**config.mk**
```make
export PLATFORM = sky130hd
export DESIGN_NAME = bcrf_register_file
export DESIGN_NICKNAME = d
export VERILOG_FILES = /design/src/bcrf_register_file.v
export VERILOG_INCLUDE_DIRS = /design/src
export SDC_FILE = /design/constraint.sdc
export NUM_CORES = 2
export LEC_CHECK = 0
export CAP_MARGIN = 20
export CORE_ASPECT_RATIO = 1.1
export CORE_UTILIZATION = 45
export DETAILED_ROUTE_END_ITERATION = 6
export DONT_BUFFER_PORTS = 1
export GPL_TIMING_DRIVEN = 0
export PLACE_DENSITY = 0.56
export SLEW_MARGIN = 20
export SYNTH_ARGS = -nofsm -noshare
export SYNTH_HDL_FRONTEND = slang
export SYNTH_SLANG_ARGS = --single-unit
```
**constraint.sdc**
```tcl
create_clock -name sys_clk -period 6.9 [get_ports sys_clk]
set_input_delay 2.07 -clock sys_clk [delete_from_list [all_inputs] [get_ports sys_clk]]
set_output_delay 2.07 -clock sys_clk [all_outputs]
set_load 0.02 [all_outputs]
```
**src/bcrf_regs.vh**
```
// constants of the banked processor register file
`ifndef BCRF_REGS_VH
`define BCRF_REGS_VH

// ==========================================================
// bus register byte offsets
`define BCRF_OFS_STATUS 6'h00
`define BCRF_OFS_PC 6'h04
`define BCRF_OFS_VBASE 6'h08
`define BCRF_OFS_STATE 6'h0c

// ==========================================================
// status word fields
`define BCRF_SR_MODE 30
`define BCRF_SR_BANK 29
`define BCRF_SR_EMASK 28
`define BCRF_SR_RESET 32'h70003c00
`define BCRF_SR_WMASK 32'h70003ff3
`define BCRF_SR_UMASK 32'h00000303
`define BCRF_SR_EVENT 32'h70000000

// ==========================================================
// other reset values
`define BCRF_PC_RESET 32'ha0000000
`define BCRF_VBASE_RESET 32'h00000000

// ==========================================================
// control and system register selectors
`define BCRF_SEL_STATUS 4'h0
`define BCRF_SEL_GBASE 4'h1
`define BCRF_SEL_SSTAT 4'h2
`define BCRF_SEL_SRET 4'h3
`define BCRF_SEL_VBASE 4'h4
`define BCRF_SEL_MULT_ACC_HIGH 4'h5
`define BCRF_SEL_MULT_ACC_LOW 4'h6
`define BCRF_SEL_LINK 4'h7

`endif

```
**src/bcrf_register_file.v**
```verilog
// banked processor register file with user and privileged modes
`timescale 1ns/1ps
// What this block does
// - user mode normally; taken exception or interrupt enters privileged mode.
// - every general, system and control register is 32 bits.
// - sixteen visible general registers; lower eight exist twice, upper eight shared.
// - privileged with bank bit set: lower eight map to bank 1, bank 0 via control access.
// - privileged with bank bit clear: lower eight map to bank 0, bank 1 via control access.
// - user mode always maps bank 0; bank 1 unreachable.
// - global base and status reachable always; saved status, return pointer, vector base privileged.
// - bank bit and other status bits change only in privileged mode, except bits 9-8 and 1-0, which user mode can write.
// - multiply-accumulate pair, return link and program counter reachable in both modes.
// - status reset sets mode, bank, mask bits, bits 13-10 ones, reserved zero.
// - reset loads vector base zero and program counter a0000000.
// - reset initialisation applies on power-on and manual reset alike.
// - register zero of the current bank serves as index operand.
// - floating register zero supplies the multiplier value.
// - the mode bit in the status word selects the operating mode.
// - mode bit one is privileged, zero user; forced to one on exception.
// - mask flag one blocks exceptions, zero accepts; set on taking one.
`include "bcrf_regs.vh"

module bcrf_register_file #(
    parameter DATA_W = 32
) (
    input wire sys_clk,
    input wire rst_b,
    input wire [3:0] rd_a_idx,
    output reg [DATA_W-1:0] rd_a_data_ff,
    input wire [3:0] rd_b_idx,
    output reg [DATA_W-1:0] rd_b_data_ff,
    input wire wr_en,
    input wire [3:0] wr_idx,
    input wire [DATA_W-1:0] wr_data,
    input wire ctl_rd_en,
    input wire [3:0] ctl_rd_sel,
    input wire ctl_rd_bank,
    output reg [DATA_W-1:0] ctl_rd_data_ff,
    input wire ctl_wr_en,
    input wire [3:0] ctl_wr_sel,
    input wire ctl_wr_bank,
    input wire [DATA_W-1:0] ctl_wr_data,
    output reg ctl_denied_ff,
    input wire pc_load_en,
    input wire [DATA_W-1:0] pc_load_data,
    output reg [DATA_W-1:0] pc_ff,
    input wire fp_zero_wr_en,
    input wire [DATA_W-1:0] fp_zero_wr_data,
    output reg [DATA_W-1:0] fp_reg_zero_ff,
    output reg [DATA_W-1:0] index_reg_zero_ff,
    input wire exc_req,
    output wire exc_ack,
    output wire priv_mode,
    output wire bank_select_bit,
    output wire event_mask_flag,
    input wire [5:0] avs_address,
    input wire avs_read,
    input wire avs_write,
    input wire [31:0] avs_writedata,
    input wire [3:0] avs_byteenable,
    output reg [31:0] avs_readdata_ff,
    output wire avs_waitrequest
);

    // ==========================================================
    // storage
    // entries 0-7 bank 0, 8-15 bank 1, 16-23 shared upper eight
    reg [DATA_W-1:0] gpr [0:23];
    reg [DATA_W-1:0] status_word_ff;
    reg [DATA_W-1:0] saved_status_reg_ff;
    reg [DATA_W-1:0] saved_return_pointer_ff;
    reg [DATA_W-1:0] global_base_pointer_ff;
    reg [DATA_W-1:0] vector_table_base_ff;
    reg [DATA_W-1:0] mult_acc_high_ff;
    reg [DATA_W-1:0] mult_acc_low_ff;
    reg [DATA_W-1:0] subroutine_return_link_ff;
    reg bus_ack_ff;

    reg [DATA_W-1:0] nxt_status_word;
    reg [DATA_W-1:0] nxt_pc;
    reg [DATA_W-1:0] nxt_vbase;
    reg [DATA_W-1:0] ctl_rd_mux;
    reg [31:0] bus_rd_mux;
    reg [31:0] bus_wmask;

    wire bus_req;
    wire bus_wr_do;
    wire ctl_wr_ok;
    wire ctl_rd_ok;
    wire exc_take;
    wire [4:0] wr_phys;
    wire [4:0] ctl_bank_phys;

    assign priv_mode = status_word_ff[`BCRF_SR_MODE];
    assign bank_select_bit = status_word_ff[`BCRF_SR_BANK];
    assign event_mask_flag = status_word_ff[`BCRF_SR_EMASK];

    // ==========================================================
    // decoding helpers
    // maps an instruction-visible index to a storage entry
    function [4:0] gpr_map;
        input [3:0] idx;
        input priv;
        input rb;
        begin
            if (idx[3]) begin
                gpr_map = {2'b10, idx[2:0]};
            end else if (priv && rb) begin
                gpr_map = {2'b01, idx[2:0]};
            end else begin
                gpr_map = {2'b00, idx[2:0]};
            end
        end
    endfunction

    // whether a control or system selector may be touched in this mode
    function ctl_allowed;
        input [3:0] sel;
        input bank;
        input priv;
        begin
            if (bank) begin
                ctl_allowed = priv;
            end else begin
                case (sel)
                    `BCRF_SEL_STATUS, `BCRF_SEL_GBASE: ctl_allowed = 1'b1;
                    `BCRF_SEL_MULT_ACC_HIGH, `BCRF_SEL_MULT_ACC_LOW, `BCRF_SEL_LINK: ctl_allowed = 1'b1;
                    `BCRF_SEL_SSTAT, `BCRF_SEL_SRET, `BCRF_SEL_VBASE: ctl_allowed = priv;
                    default: ctl_allowed = 1'b0;
                endcase
            end
        end
    endfunction

    assign wr_phys = gpr_map(wr_idx, priv_mode, bank_select_bit);
    // the bank not currently mapped, reached only by control access
    assign ctl_bank_phys = {1'b0, ~bank_select_bit, ctl_wr_sel[2:0]};
    assign ctl_wr_ok = ctl_wr_en && ctl_allowed(ctl_wr_sel, ctl_wr_bank, priv_mode);
    assign ctl_rd_ok = ctl_allowed(ctl_rd_sel, ctl_rd_bank, priv_mode);

    // ==========================================================
    // exception entry
    assign exc_take = exc_req && !event_mask_flag;
    assign exc_ack = exc_take;

    // ==========================================================
    // bus slave: one wait state per access
    assign bus_req = avs_read || avs_write;
    assign avs_waitrequest = bus_req && !bus_ack_ff;
    assign bus_wr_do = avs_write && bus_ack_ff;

    always @* begin
        bus_wmask = {{8{avs_byteenable[3]}}, {8{avs_byteenable[2]}},
                     {8{avs_byteenable[1]}}, {8{avs_byteenable[0]}}};
        case (avs_address[5:2])
            4'h0: bus_rd_mux = status_word_ff;
            4'h1: bus_rd_mux = pc_ff;
            4'h2: bus_rd_mux = vector_table_base_ff;
            4'h3: bus_rd_mux = {29'h0, event_mask_flag, bank_select_bit & priv_mode, priv_mode};
            default: bus_rd_mux = 32'h0;
        endcase
    end

    // ==========================================================
    // next values of the reset-initialised registers
    always @* begin
        nxt_status_word = status_word_ff;
        nxt_pc = pc_ff;
        nxt_vbase = vector_table_base_ff;
        if (ctl_wr_ok && !ctl_wr_bank && ctl_wr_sel == `BCRF_SEL_STATUS) begin
            if (priv_mode) begin
                nxt_status_word = ctl_wr_data & `BCRF_SR_WMASK;
            end else begin
                // user mode touches only the condition bits
                nxt_status_word = (status_word_ff & ~`BCRF_SR_UMASK) |
                                  (ctl_wr_data & `BCRF_SR_UMASK);
            end
        end
        if (ctl_wr_ok && !ctl_wr_bank && ctl_wr_sel == `BCRF_SEL_VBASE) begin
            nxt_vbase = ctl_wr_data;
        end
        if (pc_load_en) begin
            nxt_pc = pc_load_data;
        end
        // debug bus acts with privileged rights, after the core
        if (bus_wr_do) begin
            case (avs_address[5:2])
                4'h0: nxt_status_word = ((status_word_ff & ~bus_wmask) |
                                         (avs_writedata & bus_wmask)) & `BCRF_SR_WMASK;
                4'h1: nxt_pc = (pc_ff & ~bus_wmask) | (avs_writedata & bus_wmask);
                4'h2: nxt_vbase = (vector_table_base_ff & ~bus_wmask) | (avs_writedata & bus_wmask);
                default: nxt_pc = nxt_pc;
            endcase
        end
        if (exc_take) begin
            nxt_status_word = status_word_ff | `BCRF_SR_EVENT;
        end
    end

    // ==========================================================
    // control state with reset; rst_b is the or of power-on and manual reset
    always @(posedge sys_clk or negedge rst_b) begin
        if (!rst_b) begin
            status_word_ff <= `BCRF_SR_RESET;
            pc_ff <= `BCRF_PC_RESET;
            vector_table_base_ff <= `BCRF_VBASE_RESET;
            bus_ack_ff <= 1'b0;
            avs_readdata_ff <= 32'h0;
            ctl_denied_ff <= 1'b0;
        end else begin
            status_word_ff <= nxt_status_word;
            pc_ff <= nxt_pc;
            vector_table_base_ff <= nxt_vbase;
            bus_ack_ff <= bus_req && !bus_ack_ff;
            if (avs_read && !bus_ack_ff) begin
                avs_readdata_ff <= bus_rd_mux;
            end
            ctl_denied_ff <= (ctl_wr_en && !ctl_wr_ok) || (ctl_rd_en && !ctl_rd_ok);
        end
    end

    // ==========================================================
    // data registers, left undefined by reset
    always @(posedge sys_clk) begin
        if (wr_en) begin
            gpr[wr_phys] <= wr_data;
        end
        if (ctl_wr_ok && ctl_wr_bank) begin
            gpr[ctl_bank_phys] <= ctl_wr_data;
        end
        if (ctl_wr_ok && !ctl_wr_bank) begin
            case (ctl_wr_sel)
                `BCRF_SEL_GBASE: global_base_pointer_ff <= ctl_wr_data;
                `BCRF_SEL_SSTAT: saved_status_reg_ff <= ctl_wr_data;
                `BCRF_SEL_SRET: saved_return_pointer_ff <= ctl_wr_data;
                `BCRF_SEL_MULT_ACC_HIGH: mult_acc_high_ff <= ctl_wr_data;
                `BCRF_SEL_MULT_ACC_LOW: mult_acc_low_ff <= ctl_wr_data;
                `BCRF_SEL_LINK: subroutine_return_link_ff <= ctl_wr_data;
                default: global_base_pointer_ff <= global_base_pointer_ff;
            endcase
        end
        // exception capture wins over a software write in the same cycle
        if (exc_take) begin
            saved_status_reg_ff <= status_word_ff;
            saved_return_pointer_ff <= pc_ff;
        end
        if (fp_zero_wr_en) begin
            fp_reg_zero_ff <= fp_zero_wr_data;
        end
    end

    // ==========================================================
    // read ports, one cycle latency
    always @* begin
        ctl_rd_mux = {DATA_W{1'b0}};
        if (ctl_rd_bank) begin
            ctl_rd_mux = gpr[{1'b0, ~bank_select_bit, ctl_rd_sel[2:0]}];
        end else begin
            case (ctl_rd_sel)
                `BCRF_SEL_STATUS: ctl_rd_mux = status_word_ff;
                `BCRF_SEL_GBASE: ctl_rd_mux = global_base_pointer_ff;
                `BCRF_SEL_SSTAT: ctl_rd_mux = saved_status_reg_ff;
                `BCRF_SEL_SRET: ctl_rd_mux = saved_return_pointer_ff;
                `BCRF_SEL_VBASE: ctl_rd_mux = vector_table_base_ff;
                `BCRF_SEL_MULT_ACC_HIGH: ctl_rd_mux = mult_acc_high_ff;
                `BCRF_SEL_MULT_ACC_LOW: ctl_rd_mux = mult_acc_low_ff;
                `BCRF_SEL_LINK: ctl_rd_mux = subroutine_return_link_ff;
                default: ctl_rd_mux = {DATA_W{1'b0}};
            endcase
        end
    end

    always @(posedge sys_clk) begin
        rd_a_data_ff <= gpr[gpr_map(rd_a_idx, priv_mode, bank_select_bit)];
        rd_b_data_ff <= gpr[gpr_map(rd_b_idx, priv_mode, bank_select_bit)];
        index_reg_zero_ff <= gpr[gpr_map(4'h0, priv_mode, bank_select_bit)];
        // a refused read returns zero rather than privileged contents
        if (ctl_rd_en) begin
            ctl_rd_data_ff <= ctl_rd_ok ? ctl_rd_mux : {DATA_W{1'b0}};
        end
    end

endmodule // bcrf_register_file

```
==> run_results.csv <==
group,metric,value,unit
setup_path,worstPathMaxFanout,10,
clock_tree,cts.clk_slew.worst_paths,0.06,ns
grt,grt_util_all_layers,36.6,%
clock_tree,ctsHoldBuffers,0,
synth,ys_top_cells_by_area,"edfxtp_1 (48%), mux4_2 (18%), mux2_2 (9.8%)",
clock_tree,root_buffer,"clkbuf_16",
placed_design,dp_worst_setup_slack,0.712,ns
synth,yosys.area.top_type_share,48.0,%
synth,synth_cells,3983,
timing,timing.final.crit_share,79.6,%
setup_path,path_common_cell,"buf_2",
floorplan,start_util,45.5,%
setup_path,cp_num_buf_inv,4,
synth,ys_ff_latch,1250,
synth,synthDistinctLibCells,69,
clock_tree,numCtsBuffers,142,
clock_tree,h-tree-depth,4,
floorplan,die_x,362,um
setup_path,max_stage_delay,0.90,ns
setup_path,crit_chain,"buf_2, buf_2, buf_2, clkbuf_1, mux2i_1, o22ai_1, a221oi_1, o211ai_1",
clock_tree,clock_path_buffers,3,
floorplan,dieArea,0.144,mm2
clock_tree,cts_tree,"built",
timing,finalHoldViolCount,0,
timing,holdWs,0.565,ns
grt,grt_pass1_wl,357000,um
power,p_leak,24.2,nW
synth,synth_nets,4185,
power,irDropWorstVdd,0.236,mV
setup_path,start_kind,"input port",
synth,ys.flop_type,"edfxtp_1",
synth,synth_top_area_cell,"edfxtp_1",
synth,synth_edf_count,1024,
timing,grt_setup_unrepaired,"no",
floorplan,die_height,398,um
synth,yosys.cell_count.top_type,"edfxtp_1",
synth,syn_avg_cell_area,16.1,um2
clock_tree,cts_setup_buffers,0,
setup_path,end_kind,"register",
drt,vias_per_cell,7.14,
final_layout,nFillCells,11700,
drt,routedWlPerCell,43.1,um
clock_tree,cts_resized,0,
timing,fin_tns_setup,0,ns
timing,relSlewSlack,11.6,%
placed_design,hpwl,195000,um
run_status,status,"completed",
clock_tree,clock-sinks,1250,
placed_design,gp_congestion,0.948,
placed_design,port_buffers,0,
grt,antenna_found_initial,26,
drt,drt-pass1-iter-count,6,
timing,fmax,182,MHz
drt,drc,0,
clock_tree,worstSkewPairLatency,0.80,ns
synth,yosysWarnings,0,
synth,ys_async_sr_fraction,10.4,%
drt,drt_iter0_drc,6648,
final_layout,area_delta_synth_final,13.6,%
timing,worst_pin_slew,1.33,ns
timing,setup_ws,1.41,ns
setup_path,cp_data_required_time,7.31,ns
timing,setup_viol,0,
grt,grt_max_degree,131,
drt,ant_nets,0,
setup_path,cp.arrival,5.90,ns
synth,ys_top_cells_by_count,"edfxtp_1 (1024), mux2_2 (555), mux4_2 (520)",
timing,period_minus_slack,5.49,ns
setup_path,critPathTopFamily,"buffers and inverters",
run,maxCapViolCount,0,
power,p_per_area,280,mW/mm2
synth,synthesis.area,0.0640,mm2
grt,grt_remaining_overflow,0,
final_layout,final_nets,4391,
floorplan,row_count,144,
timing,fin_worst_skew,0.0274,ns
synth,ys_seq_area_share,56.2,%
power,power,20.3,mW
drt,totalWireLength,265000,um
grt,grt_pass1_vias,42100,
floorplan,coreArea,0.141,mm2
worst_hold_path,hold_class,"reg -> reg",
floorplan,ioPinCount,432,
final_layout,post-route-util,51.8,%
setup_path,crit_slowest_cell,"a221oi_1",
drt,route.vias.total,43900,
timing,slew_viol_final,0,
setup_path,worstSetupPathType,"in -> reg",
final_layout,drive_gt1_share,36.8,%
## through the flow
stage / instance area, um2 / instances
after floorplan: 64000 / 3983
after detailed placement: 68000 / 5867
final: 72700 / 6142
after global placement: 66300 / 5808
after CTS: 72700 / 6127
after global routing: 72700 / 6132
## worst paths after layout
check / start / to / slack, ns / cells after the start
worst min-delay path: gpr[8][20]$_DFFE_PP_ / index_reg_zero_ff[20]$_DFF_P_ / 0.56 / 1
worst max register to register: status_word_ff[29]$_DFF_PN1_ / rd_b_data_ff[14]$_DFF_P_ / 1.69 / 8
max in group asynchronous: rst_b / async pin / 5.59 / 0
min in group asynchronous: rst_b / async pin / 0.99 / 0
worst max-delay path: ctl_rd_sel[0] / ctl_rd_data_ff[29]$_SDFFCE_PN0P_ / 1.41 / 8
worst min register to register: gpr[8][20]$_DFFE_PP_ / index_reg_zero_ff[20]$_DFF_P_ / 0.56 / 1
## logic make-up after synthesis
logic type             synth area share [%]
AOI/OAI and AO/OA                      7.03
buffers and inverters                  2.85
DFF                                    56.2
muxes                                  30.2
and+or+nand+nor                        3.76
## final cells by class
cell class	instances	area, um2	share of cell area (%)
Timing Repair Buffer	62	1370	1.88
Clock buffer	195	4050	5.57
Tap cell	1825	2280	3.14
Antenna cell	12	30.0	0.0413
Clock inverter	65	591	0.812
Sequential cell	1250	35900	49.4
Inverter	44	165	0.227
Buffer	405	1720	2.36
Multi-Input combinational cell	2284	26600	36.6
## registers in the layout, indices dropped and copies added (netlist names), named ones only
| name | count |
|---|---|
| gpr | 768 |
| avs_readdata_ff | 32 |
| status_word_ff | 20 |
| saved_return_pointer_ff | 32 |
| mult_acc_low_ff | 32 |
| fp_reg_zero_ff | 32 |
| global_base_pointer_ff | 32 |
| ctl_denied_ff | 1 |
| bus_ack_ff | 1 |
| ctl_rd_data_ff | 32 |
| rd_a_data_ff | 32 |
| subroutine_return_link_ff | 32 |
| index_reg_zero_ff | 32 |
| saved_status_reg_ff | 32 |
| mult_acc_high_ff | 32 |
| rd_b_data_ff | 32 |
## power by group
group	leakage [nW]	switching [mW]	internal, mW	total [mW]
clock	2.31	3.23	4.46	7.69
sequential	11.8	0.636	8.77	9.40
combinational	10.1	2.14	1.12	3.26
## layout by cell type (no fill, tap or decap), types with 49 or more instances in the layout
cell type  count
clkbuf_16    150
mux2i_1       93
clkbuf_1     267
buf_2         93
o21ai_0      111
nand3_1       49
mux4_2       520
o211ai_1      63
nand2_1      206
dfrtp_1      121
dfxtp_1       96
mux2_2       555
edfxtp_1    1024
a22oi_1      175
## layer usage
| metal | routed length (um) | up-vias | track usage (%) |
|---|---|---|---|
| li1 | - | 16900 | - |
| met5 | 77 | - | 0 |
| met4 | 15400 | 12 | 18.9 |
| met1 | 96500 | 22800 | 47.1 |
| met2 | 119000 | 3392 | 55.8 |
| met3 | 33300 | 725 | 11.3 |
(Power assumes the default switching activity.)
